===== src/hw/sgp_regs.vh =====
// Purpose: constants of the strain-gauge process image
// Assumes: one clock, synchronous reset
// Notes:   bit positions inside command and status bytes
`ifndef SGP_REGS_VH
`define SGP_REGS_VH

// Process image byte offsets
`define SGP_OFS_WEIGHT      4'h0
`define SGP_OFS_COMMAND     4'h0
`define SGP_OFS_STATUS      4'h3

// Command byte bits
`define SGP_CMD_FREEZE      0
`define SGP_CMD_ADJ_STORE   1
`define SGP_CMD_ADJ_DELETE  2
`define SGP_CMD_TARE_SET    3
`define SGP_CMD_TARE_DEL    4
`define SGP_CMD_ZERO_PT     6
`define SGP_CMD_REF_PT      7

// Status byte bits
`define SGP_ST_FREEZE       0
`define SGP_ST_STEADY       1
`define SGP_ST_CAL          2
`define SGP_ST_TARE_CHG     3
`define SGP_ST_ADJ_ERR      4
`define SGP_ST_ADJ_CHG      5
`define SGP_ST_RSVD         6
`define SGP_ST_ZERO_REF     7

// Reset values
`define SGP_RST_BYTE        8'h00
`define SGP_RST_WORD        32'h0000_0000
`define SGP_RST_SEL         2'h0

// Internal reference selects
`define SGP_SEL_LO_REF      2'h1
`define SGP_SEL_HI_REF      2'h2

// Calibration states, one-hot
`define SGP_CAL_IDLE        3'h1
`define SGP_CAL_LO          3'h2
`define SGP_CAL_HI          3'h4

// Counter step
`define SGP_ONE             32'h0000_0001
// Saturation ceiling of the settle counter
`define SGP_CNT_MAX         32'hffff_ffff

`endif


===== src/hw/sgp_image.v =====
// Purpose: process image of a one-channel strain-gauge readout
// Assumes: command byte held by bus coupler logic on core_clk
// Notes:   weight is two's complement; filter lies outside
//
// Functional notes
// - Weight word, bit 31 sign, two's complement
// - Status byte bit map as documented
// - Steady and calibration bits only internal
// - Freeze blocks samples into filter
// - Freeze status follows freeze command
// - Steady after tolerance held past settle time
// - Leaving window: new reference, restart, clear
// - Calibration measures two references, bit set
// - Calibration repeats at parametrized interval
// - Tare commands acknowledged while bit held
// - Adjustment commands acknowledged while bit held
// - Zero/reference commands acknowledged while held
// - Every command bit except unused bit 5 has status acknowledge
// - Set tare captures value, delete zeroes
// - Failed adjustment command sets error bit
`timescale 1ns/1ps
`include "sgp_regs.vh"

module sgp_image #(
  parameter W = 32
) (
  input  wire         core_clk,
  input  wire         srst,
  input  wire [7:0]   command_byte,
  input  wire         adc_valid,
  input  wire [W-1:0] adc_data,
  input  wire         filt_out_valid,
  input  wire [W-1:0] filt_out_data,
  input  wire [31:0]  settle_time,
  input  wire [W-1:0] settle_tolerance,
  input  wire [31:0]  calibration_interval,
  output reg  [W-1:0] weight_value_word_ff,
  output reg  [7:0]   status_byte_ff,
  output reg          filt_in_valid_ff,
  output reg  [W-1:0] filt_in_data_ff,
  output reg  [1:0]   cal_ref_sel_ff,
  output reg  [W-1:0] cal_span_ff
);

  reg  [7:0]   cmd_q_ff;
  reg  [2:0]   cal_st_ff;
  reg  [31:0]  cal_cnt_ff;
  reg          cal_boot_ff;
  reg  [W-1:0] cal_lo_ff;
  reg  [W-1:0] cal_ofs_ff;
  reg  [W-1:0] filt_last_ff;
  reg  [W-1:0] tare_ff;
  reg  [W-1:0] zero_ofs_ff;
  reg  [W-1:0] ref_raw_ff;
  reg          zero_set_ff;
  reg          ref_set_ff;
  reg  [W-1:0] adj_zero_ff;
  reg  [W-1:0] adj_span_ff;
  reg          adj_valid_ff;
  reg          tare_ack_ff;
  reg          adj_ack_ff;
  reg          adj_err_ff;
  reg          zr_ack_ff;
  reg          net_valid_ff;
  wire [7:0]   rise;
  wire         cal_idle;
  wire         cal_due;
  wire         freeze_cmd;
  wire         adj_fail;
  wire [W-1:0] net_weight;
  wire         steady;
  reg  [W-1:0] nxt_weight;

  function [W-1:0] sgp_net;
    input [W-1:0] raw;
    input [W-1:0] ofs;
    input [W-1:0] tare;
    begin
      sgp_net = raw - ofs - tare;
    end
  endfunction

  assign rise       = command_byte & ~cmd_q_ff;
  assign freeze_cmd = command_byte[`SGP_CMD_FREEZE];
  assign cal_idle   = (cal_st_ff == `SGP_CAL_IDLE);
  assign cal_due    = cal_boot_ff ||
                      ((calibration_interval != `SGP_RST_WORD) && (cal_cnt_ff >= calibration_interval));
  // store needs both points, distinct; delete needs data
  assign adj_fail   = (rise[`SGP_CMD_ADJ_STORE] &&
                       !(zero_set_ff && ref_set_ff && (ref_raw_ff != zero_ofs_ff))) ||
                      (rise[`SGP_CMD_ADJ_DELETE] && !adj_valid_ff);
  assign net_weight = sgp_net(filt_last_ff, zero_ofs_ff, tare_ff);

  always @* begin
    // two's complement, bit 31 carries sign
    nxt_weight = net_weight;
  end

  always @(posedge core_clk) begin
    if (srst)
      cmd_q_ff <= `SGP_RST_BYTE;
    else
      cmd_q_ff <= command_byte;
  end

  always @(posedge core_clk) begin
    if (srst) begin
      cal_st_ff      <= `SGP_CAL_IDLE;
      cal_cnt_ff     <= `SGP_RST_WORD;
      cal_boot_ff    <= 1'b1;
      cal_lo_ff      <= {W{1'b0}};
      cal_ofs_ff     <= {W{1'b0}};
      cal_span_ff    <= {W{1'b0}};
      cal_ref_sel_ff <= `SGP_RST_SEL;
    end else begin
      case (cal_st_ff)
        `SGP_CAL_IDLE: begin
          if (cal_due) begin
            cal_st_ff      <= `SGP_CAL_LO;
            cal_ref_sel_ff <= `SGP_SEL_LO_REF;
            cal_boot_ff    <= 1'b0;
            cal_cnt_ff     <= `SGP_RST_WORD;
          end else begin
            cal_cnt_ff <= cal_cnt_ff + `SGP_ONE;
          end
        end
        `SGP_CAL_LO: begin
          if (adc_valid) begin
            cal_lo_ff      <= adc_data;
            cal_st_ff      <= `SGP_CAL_HI;
            cal_ref_sel_ff <= `SGP_SEL_HI_REF;
          end
        end
        `SGP_CAL_HI: begin
          if (adc_valid) begin
            cal_ofs_ff     <= cal_lo_ff;
            cal_span_ff    <= adc_data - cal_lo_ff;
            cal_st_ff      <= `SGP_CAL_IDLE;
            cal_ref_sel_ff <= `SGP_RST_SEL;
          end
        end
        default: begin
          cal_st_ff      <= `SGP_CAL_IDLE;
          cal_ref_sel_ff <= `SGP_RST_SEL;
        end
      endcase
    end
  end

  // Reference samples never reach the filter
  always @(posedge core_clk) begin
    if (srst) begin
      filt_in_valid_ff <= 1'b0;
      filt_in_data_ff  <= {W{1'b0}};
    end else begin
      filt_in_valid_ff <= adc_valid && !freeze_cmd && cal_idle;
      filt_in_data_ff  <= adc_data - cal_ofs_ff;
    end
  end

  always @(posedge core_clk) begin
    if (srst) begin
      filt_last_ff <= {W{1'b0}};
      net_valid_ff <= 1'b0;
    end else begin
      net_valid_ff <= filt_out_valid;
      if (filt_out_valid)
        filt_last_ff <= filt_out_data;
    end
  end

  // Tare and user adjustment data
  always @(posedge core_clk) begin
    if (srst) begin
      tare_ff      <= {W{1'b0}};
      zero_ofs_ff  <= {W{1'b0}};
      ref_raw_ff   <= {W{1'b0}};
      zero_set_ff  <= 1'b0;
      ref_set_ff   <= 1'b0;
      adj_zero_ff  <= {W{1'b0}};
      adj_span_ff  <= {W{1'b0}};
      adj_valid_ff <= 1'b0;
    end else begin
      if (rise[`SGP_CMD_TARE_DEL])
        tare_ff <= {W{1'b0}};
      else if (rise[`SGP_CMD_TARE_SET])
        tare_ff <= filt_last_ff - zero_ofs_ff;
      if (rise[`SGP_CMD_ZERO_PT]) begin
        zero_ofs_ff <= filt_last_ff;
        zero_set_ff <= 1'b1;
      end
      if (rise[`SGP_CMD_REF_PT]) begin
        ref_raw_ff <= filt_last_ff;
        ref_set_ff <= 1'b1;
      end
      if (rise[`SGP_CMD_ADJ_DELETE] && adj_valid_ff) begin
        adj_valid_ff <= 1'b0;
        adj_zero_ff  <= {W{1'b0}};
        adj_span_ff  <= {W{1'b0}};
        zero_ofs_ff  <= {W{1'b0}};
        zero_set_ff  <= 1'b0;
        ref_set_ff   <= 1'b0;
      end else if (rise[`SGP_CMD_ADJ_STORE] && !adj_fail) begin
        adj_valid_ff <= 1'b1;
        adj_zero_ff  <= zero_ofs_ff;
        adj_span_ff  <= ref_raw_ff - zero_ofs_ff;
      end
    end
  end

  always @(posedge core_clk) begin
    if (srst) begin
      tare_ack_ff <= 1'b0;
      adj_ack_ff  <= 1'b0;
      adj_err_ff  <= 1'b0;
      zr_ack_ff   <= 1'b0;
    end else begin
      tare_ack_ff <= (tare_ack_ff || rise[`SGP_CMD_TARE_SET] || rise[`SGP_CMD_TARE_DEL]) &&
                     (command_byte[`SGP_CMD_TARE_SET] || command_byte[`SGP_CMD_TARE_DEL]);
      adj_ack_ff  <= (adj_ack_ff || rise[`SGP_CMD_ADJ_STORE] || rise[`SGP_CMD_ADJ_DELETE]) &&
                     (command_byte[`SGP_CMD_ADJ_STORE] || command_byte[`SGP_CMD_ADJ_DELETE]);
      adj_err_ff  <= adj_fail ||
                     (adj_err_ff && (command_byte[`SGP_CMD_ADJ_STORE] || command_byte[`SGP_CMD_ADJ_DELETE]));
      zr_ack_ff   <= (zr_ack_ff || rise[`SGP_CMD_ZERO_PT] || rise[`SGP_CMD_REF_PT]) &&
                     (command_byte[`SGP_CMD_ZERO_PT] || command_byte[`SGP_CMD_REF_PT]);
    end
  end

  sgp_steady #(
    .W (W)
  ) u_steady (
    .core_clk         (core_clk),
    .srst             (srst),
    .val_valid        (net_valid_ff),
    .val_data         (net_weight),
    .settle_time      (settle_time),
    .settle_tolerance (settle_tolerance),
    .steady_ff        (steady)
  );

  always @(posedge core_clk) begin
    if (srst) begin
      status_byte_ff       <= `SGP_RST_BYTE;
      weight_value_word_ff <= {W{1'b0}};
    end else begin
      weight_value_word_ff <= nxt_weight;
      status_byte_ff[`SGP_ST_FREEZE]   <= freeze_cmd;
      status_byte_ff[`SGP_ST_STEADY]   <= steady;
      status_byte_ff[`SGP_ST_CAL]      <= !cal_idle;
      status_byte_ff[`SGP_ST_TARE_CHG] <= tare_ack_ff;
      status_byte_ff[`SGP_ST_ADJ_ERR]  <= adj_err_ff;
      status_byte_ff[`SGP_ST_ADJ_CHG]  <= adj_ack_ff;
      status_byte_ff[`SGP_ST_RSVD]     <= 1'b0;
      status_byte_ff[`SGP_ST_ZERO_REF] <= zr_ack_ff;
    end
  end

endmodule // sgp_image


===== src/hw/sgp_steady.v =====
// Purpose: steady-state detector on the weight value
// Assumes: val_valid pulses once per new value
// Notes:   settle time counted in core_clk cycles
`timescale 1ns/1ps
`include "sgp_regs.vh"

module sgp_steady #(
  parameter W = 32
) (
  input  wire         core_clk,
  input  wire         srst,
  input  wire         val_valid,
  input  wire [W-1:0] val_data,
  input  wire [31:0]  settle_time,
  input  wire [W-1:0] settle_tolerance,
  output reg          steady_ff
);

  reg  [W-1:0] ref_ff;
  reg  [31:0]  cnt_ff;
  wire [W-1:0] diff;
  wire [W-1:0] mag;
  wire         outside;

  assign diff    = val_data - ref_ff;
  assign mag     = diff[W-1] ? (~diff + {{(W-1){1'b0}}, 1'b1}) : diff;
  assign outside = val_valid && (mag > settle_tolerance);

  always @(posedge core_clk) begin
    if (srst) begin
      ref_ff    <= {W{1'b0}};
      cnt_ff    <= `SGP_RST_WORD;
      steady_ff <= 1'b0;
    end else if (outside) begin
      ref_ff    <= val_data;
      cnt_ff    <= `SGP_RST_WORD;
      steady_ff <= 1'b0;
    end else begin
      // Saturate so a long rest never wraps back
      if (cnt_ff != `SGP_CNT_MAX)
        cnt_ff <= cnt_ff + `SGP_ONE;
      steady_ff <= (cnt_ff > settle_time);
    end
  end

endmodule // sgp_steady


===== config.mk =====
export PLATFORM = sky130hd
export DESIGN_NAME = sgp_image
export DESIGN_NICKNAME = d
export VERILOG_FILES = /design/src/hw/sgp_image.v /design/src/hw/sgp_steady.v
export VERILOG_INCLUDE_DIRS = /design/src /design/src/hw
export SDC_FILE = /design/constraint.sdc
export NUM_CORES = 1
export LEC_CHECK = 0
export BUFFER_PORTS_ARGS = -buffer_cell sky130_fd_sc_hd__buf_2
export CORE_MARGIN = 3
export CORE_UTILIZATION = 35
export DETAILED_ROUTE_END_ITERATION = 10
export HOLD_SLACK_MARGIN = 0.05
export PLACE_DENSITY = 0.55
export SYNTH_ARGS = -nofsm -noshare
export SYNTH_HDL_FRONTEND = slang
export SYNTH_SLANG_ARGS = --single-unit

===== constraint.sdc =====
create_clock -name core_clk -period 20.1 [get_ports core_clk]
set_clock_uncertainty 0.2 [all_clocks]
set_input_delay 5.025 -clock core_clk [delete_from_list [all_inputs] [get_ports core_clk]]
set_output_delay 5.025 -clock core_clk [all_outputs]
set_load 0.005 [all_outputs]

==> metrics.log <==
INFO  metric status = completed
INFO  metric tritoncts_num_sinks = approximately 400
INFO  metric detail_route.iter0.violations = around 1.3k
INFO  metric number_of_buffers_created_by_cts = 53
INFO  metric clock_tree.root_cell = clkbuf_16
INFO  metric worst-endpoint-required = around 20 ns
INFO  metric cts_resized = 0
INFO  metric synthDominantAreaCellType = dfxtp_1
INFO  metric synth_compound_area_share = a little under a fifth
INFO  metric drive_above_1_share = approximately an eighth
INFO  metric reg_to_reg_startpoint = filt_last_ff[0]
INFO  metric die-height = about 280 um
INFO  metric synth.net_count = approximately 3.9k
INFO  metric nets = a little over 4k
INFO  metric synth_xor_area_share = about 7.6%
INFO  metric postSynthRegisterBits = between 400 and 500
INFO  metric netlist_top_cells_area = dfxtp_1, ha_1, nand2_1
INFO  metric post_synth_num_cell_types = 85
INFO  metric gp_routability_congestion = roughly 0.87
INFO  metric first_pass_grt_wire_length = ~120 mm
INFO  metric synth_simple_gate_area_share = a little over a fifth
INFO  metric groute.usage.overall = 18.1%
INFO  metric finalWirelength = ~73 mm
INFO  metric num_rows = 100
INFO  metric core-area = 74800 sq um
INFO  metric synth.avg_cell_area = approximately 7.8 sq um
INFO  metric synth_ff_type = dfxtp_1
INFO  metric final_cell_mix = nand2_1, dfxtp_1, a21oi_1, inv_1, nor2_1
INFO  metric setup_tns = 0 ns
INFO  metric post_synth_fa_ha_maj_area_fraction = 12.4%
INFO  metric num_vias = roughly 23k
INFO  metric ir_drop = 0.0000999 V
INFO  metric total_number_of_h_tree_levels = 2
INFO  metric mappedNetlistArea = between 20000 and 30000 sq um
INFO  metric rsz0062_at_grt = no
INFO  metric final_common_cell = nand2_1
INFO  metric drtPass1Iterations = 5
INFO  metric path_class = register to register
INFO  metric area_of_the_multi_input_gates = between 15000 and 20000 sq um
INFO  metric number_of_antenna_violations_at_the_first_check_in_global_routing = 8
INFO  metric max_fclk = a little under 90 MHz
INFO  metric drv.max_cap_violation_count = 0
INFO  metric timing.critical_path.to_type = register
INFO  metric vias_in_the_first_global_route = ~23k
INFO  metric post-route-min-period = 11.49 ns
INFO  metric final-hold-violation-count = 0
INFO  metric place_hpwl = approximately 55 mm
INFO  metric fin_hold_ws = 0.251 ns
INFO  metric setup-violations-final = 0
INFO  metric post-synth-top-area-fraction = between 30% and 40%
INFO  metric die_w = between 200 and 300 um
INFO  metric setup.worst_path.start_class = register
INFO  metric synth_top_family_by_area = simple AND/OR/NAND/NOR gates
INFO  metric post_drt_via_cell_ratio = approximately 5.0
INFO  metric ctsLongestPathBuffers = 3
INFO  metric relSlewSlack = 28.3%
INFO  metric critical_path.most_common_cell = a21o_1
INFO  metric timing.hold.worst.class = register to register
INFO  metric worst_path_max_delay_cell = or2_2
INFO  metric seq_area_frac_synth = between 30 and 40%
INFO  metric power.leakage = about 13 nW
INFO  metric floorplan.die_area = a little under 80000 sq um
INFO  metric wl_per_cell = 15.7 um
INFO  metric postSynthCellCount = roughly 3.4k
INFO  metric critical_path.max_stage_delay = approximately 0.64 ns
INFO  metric layout.area.seq = between 8000 and 9000 sq um
INFO  metric min-delay-start = cal_span_ff[22]
INFO  metric power_per_cell_area = 155 nW/um^2
INFO  metric tritoncts_clock_tree = built
INFO  metric initial_util = roughly 35%
INFO  metric final-max-slew-violation-count = 0
INFO  metric globalRoute.totalOverflow = 0
INFO  metric critical_path.max_fanout = 38
INFO  metric boundaryPins = 279
INFO  metric layout-area-overhead-vs-synth = 15.4%
INFO  metric synth_edf_count = 0
INFO  metric postCtsSetupRepairBufs = 0
INFO  metric asyncSetResetFlopFracSynth = 0%
INFO  metric timing_worst_slew_pin_value = 1.08 ns
INFO  metric worstSkewPairLatency = about 0.6 ns
INFO  metric antenna_left = 0
INFO  metric place.port_buffers = between 200 and 300
INFO  metric ys.warnings.count = 0
INFO  metric worstPathArrival = ~12 ns
INFO  metric detail_route.drc_violations = 0
INFO  metric grt_start_max_net_pins = 125
INFO  metric filler_cell_count = just under 8k
INFO  metric cts.reportedPaths.clkPinSlew = 0.06 ns
INFO  metric cts-hold-fix-buffers = 0
INFO  metric synth.area.mux_share = under 10%
INFO  metric period_share = a little under three fifths
INFO  metric startpoint = filt_last_ff[0]
## cell families after synthesis
family                   Yosys count
AND/OR/NAND/NOR                 1239
multiplexers                      58
adder cells (fa/ha/maj)          259
flip-flops                       411
other                              1
buffers and inverters            441
AO/OA/AOI/OAI                    782
XOR/XNOR                         230
## path summary, 6_finish.rpt
path / end / slack (ns) / cells after the start
hold reg to reg: cal_span_ff[22] / 0.25 / 2
hold / removal: cal_span_ff[22] / 0.25 / 2
setup / recovery: u_steady.steady_ff / 8.61 / 43
setup reg to reg: u_steady.steady_ff / 8.61 / 43
## registers in the layout, indices dropped and copies added, names as in the netlist, 2 cells and up
register / count
filt_in_data_ff: 32
status_byte_ff: 6
cal_span_ff: 32
cal_cnt_ff: 32
filt_last_ff: 32
cal_lo_ff: 32
cal_ofs_ff: 32
tare_ff: 32
cmd_q_ff: 7
cal_ref_sel_ff: 2
weight_value_word_ff: 32
u_steady.cnt_ff: 32
zero_ofs_ff: 32
ref_raw_ff: 32
u_steady.ref_ff: 32
## critical path, delay by kind of cell, from the launching register on
family | cells | cell delay, ns
xor+xnor | 3 | 0.89
simple gates | 4 | 1.39
buf+inv | 4 | 0.66
flops | 1 | 0.46
fa+ha+maj | 5 | 1.67
compound gates | 27 | 6.05
## synthesized netlist by cell type, types with 6 or more instances
cell type  count
and3_1        38
nand2b_1      29
a2111oi_0     14
o211ai_1      21
or4_1         18
nand2_1      482
and4_1         9
nor2b_1       74
ha_1         254
clkbuf_1     115
xnor2_1       98
buf_1          9
and2_1        18
nand3_1       64
a21oi_1      338
or3_1         21
a21boi_0      12
o2111ai_1      9
a221oi_1       6
or2_2         14
nand3b_1      12
a211oi_1      31
o21a_1        44
nand4_1       47
o31ai_1       12
o21bai_1      11
nor3_1        61
nor4_1        36
dfxtp_1      411
nor2_1       291
o21ai_0       87
a31oi_1       21
o22ai_1       10
mux2i_1       55
inv_1        306
nor4b_1        6
a21o_1        94
a211o_1        9
xor2_1       132
a31o_2         8
## cell type report
type | instances | area share (%)
diodes | 3 | 0.0245
flip-flops and latches | 411 | 26.9
clock buffers | 74 | 5.08
inverters | 307 | 3.76
well taps | 969 | 3.96
multi-input cells | 2569 | 54.4
repair buffers | 295 | 5.01
clock inverters | 22 | 0.903
## power breakdown
group	switching [mW]	total [mW]	internal [mW]	leakage [nW]
registers	0.0411	0.931	0.890	3.35
logic	1.72	2.84	1.12	8.83
clock network	0.382	0.985	0.602	0.906
total	2.15	4.76	2.61	13.1
## per-layer routing
metal	share of wire, %	global-route usage [%]
met1	49	24.7
met3	4.1	2.51
met2	45	30.0
met4	2.3	4.88
met5	0.018	0
## metrics by stage
stage	power, mW	setup WS (ns)	util [%]	cell area (sq um)	cells
2_1_floorplan	3.07	10.51	-	26500	3421
3_3_place_gp	3.76	8.73	38.5	28800	4551
3_5_place_dp	3.77	8.68	38.5	28800	4551
4_1_cts	4.78	8.59	40.9	30600	4647
5_1_grt	5.17	7.85	40.9	30600	4649
6_report	4.76	8.61	40.9	30600	4650
Power figures use the tool's default switching activity.
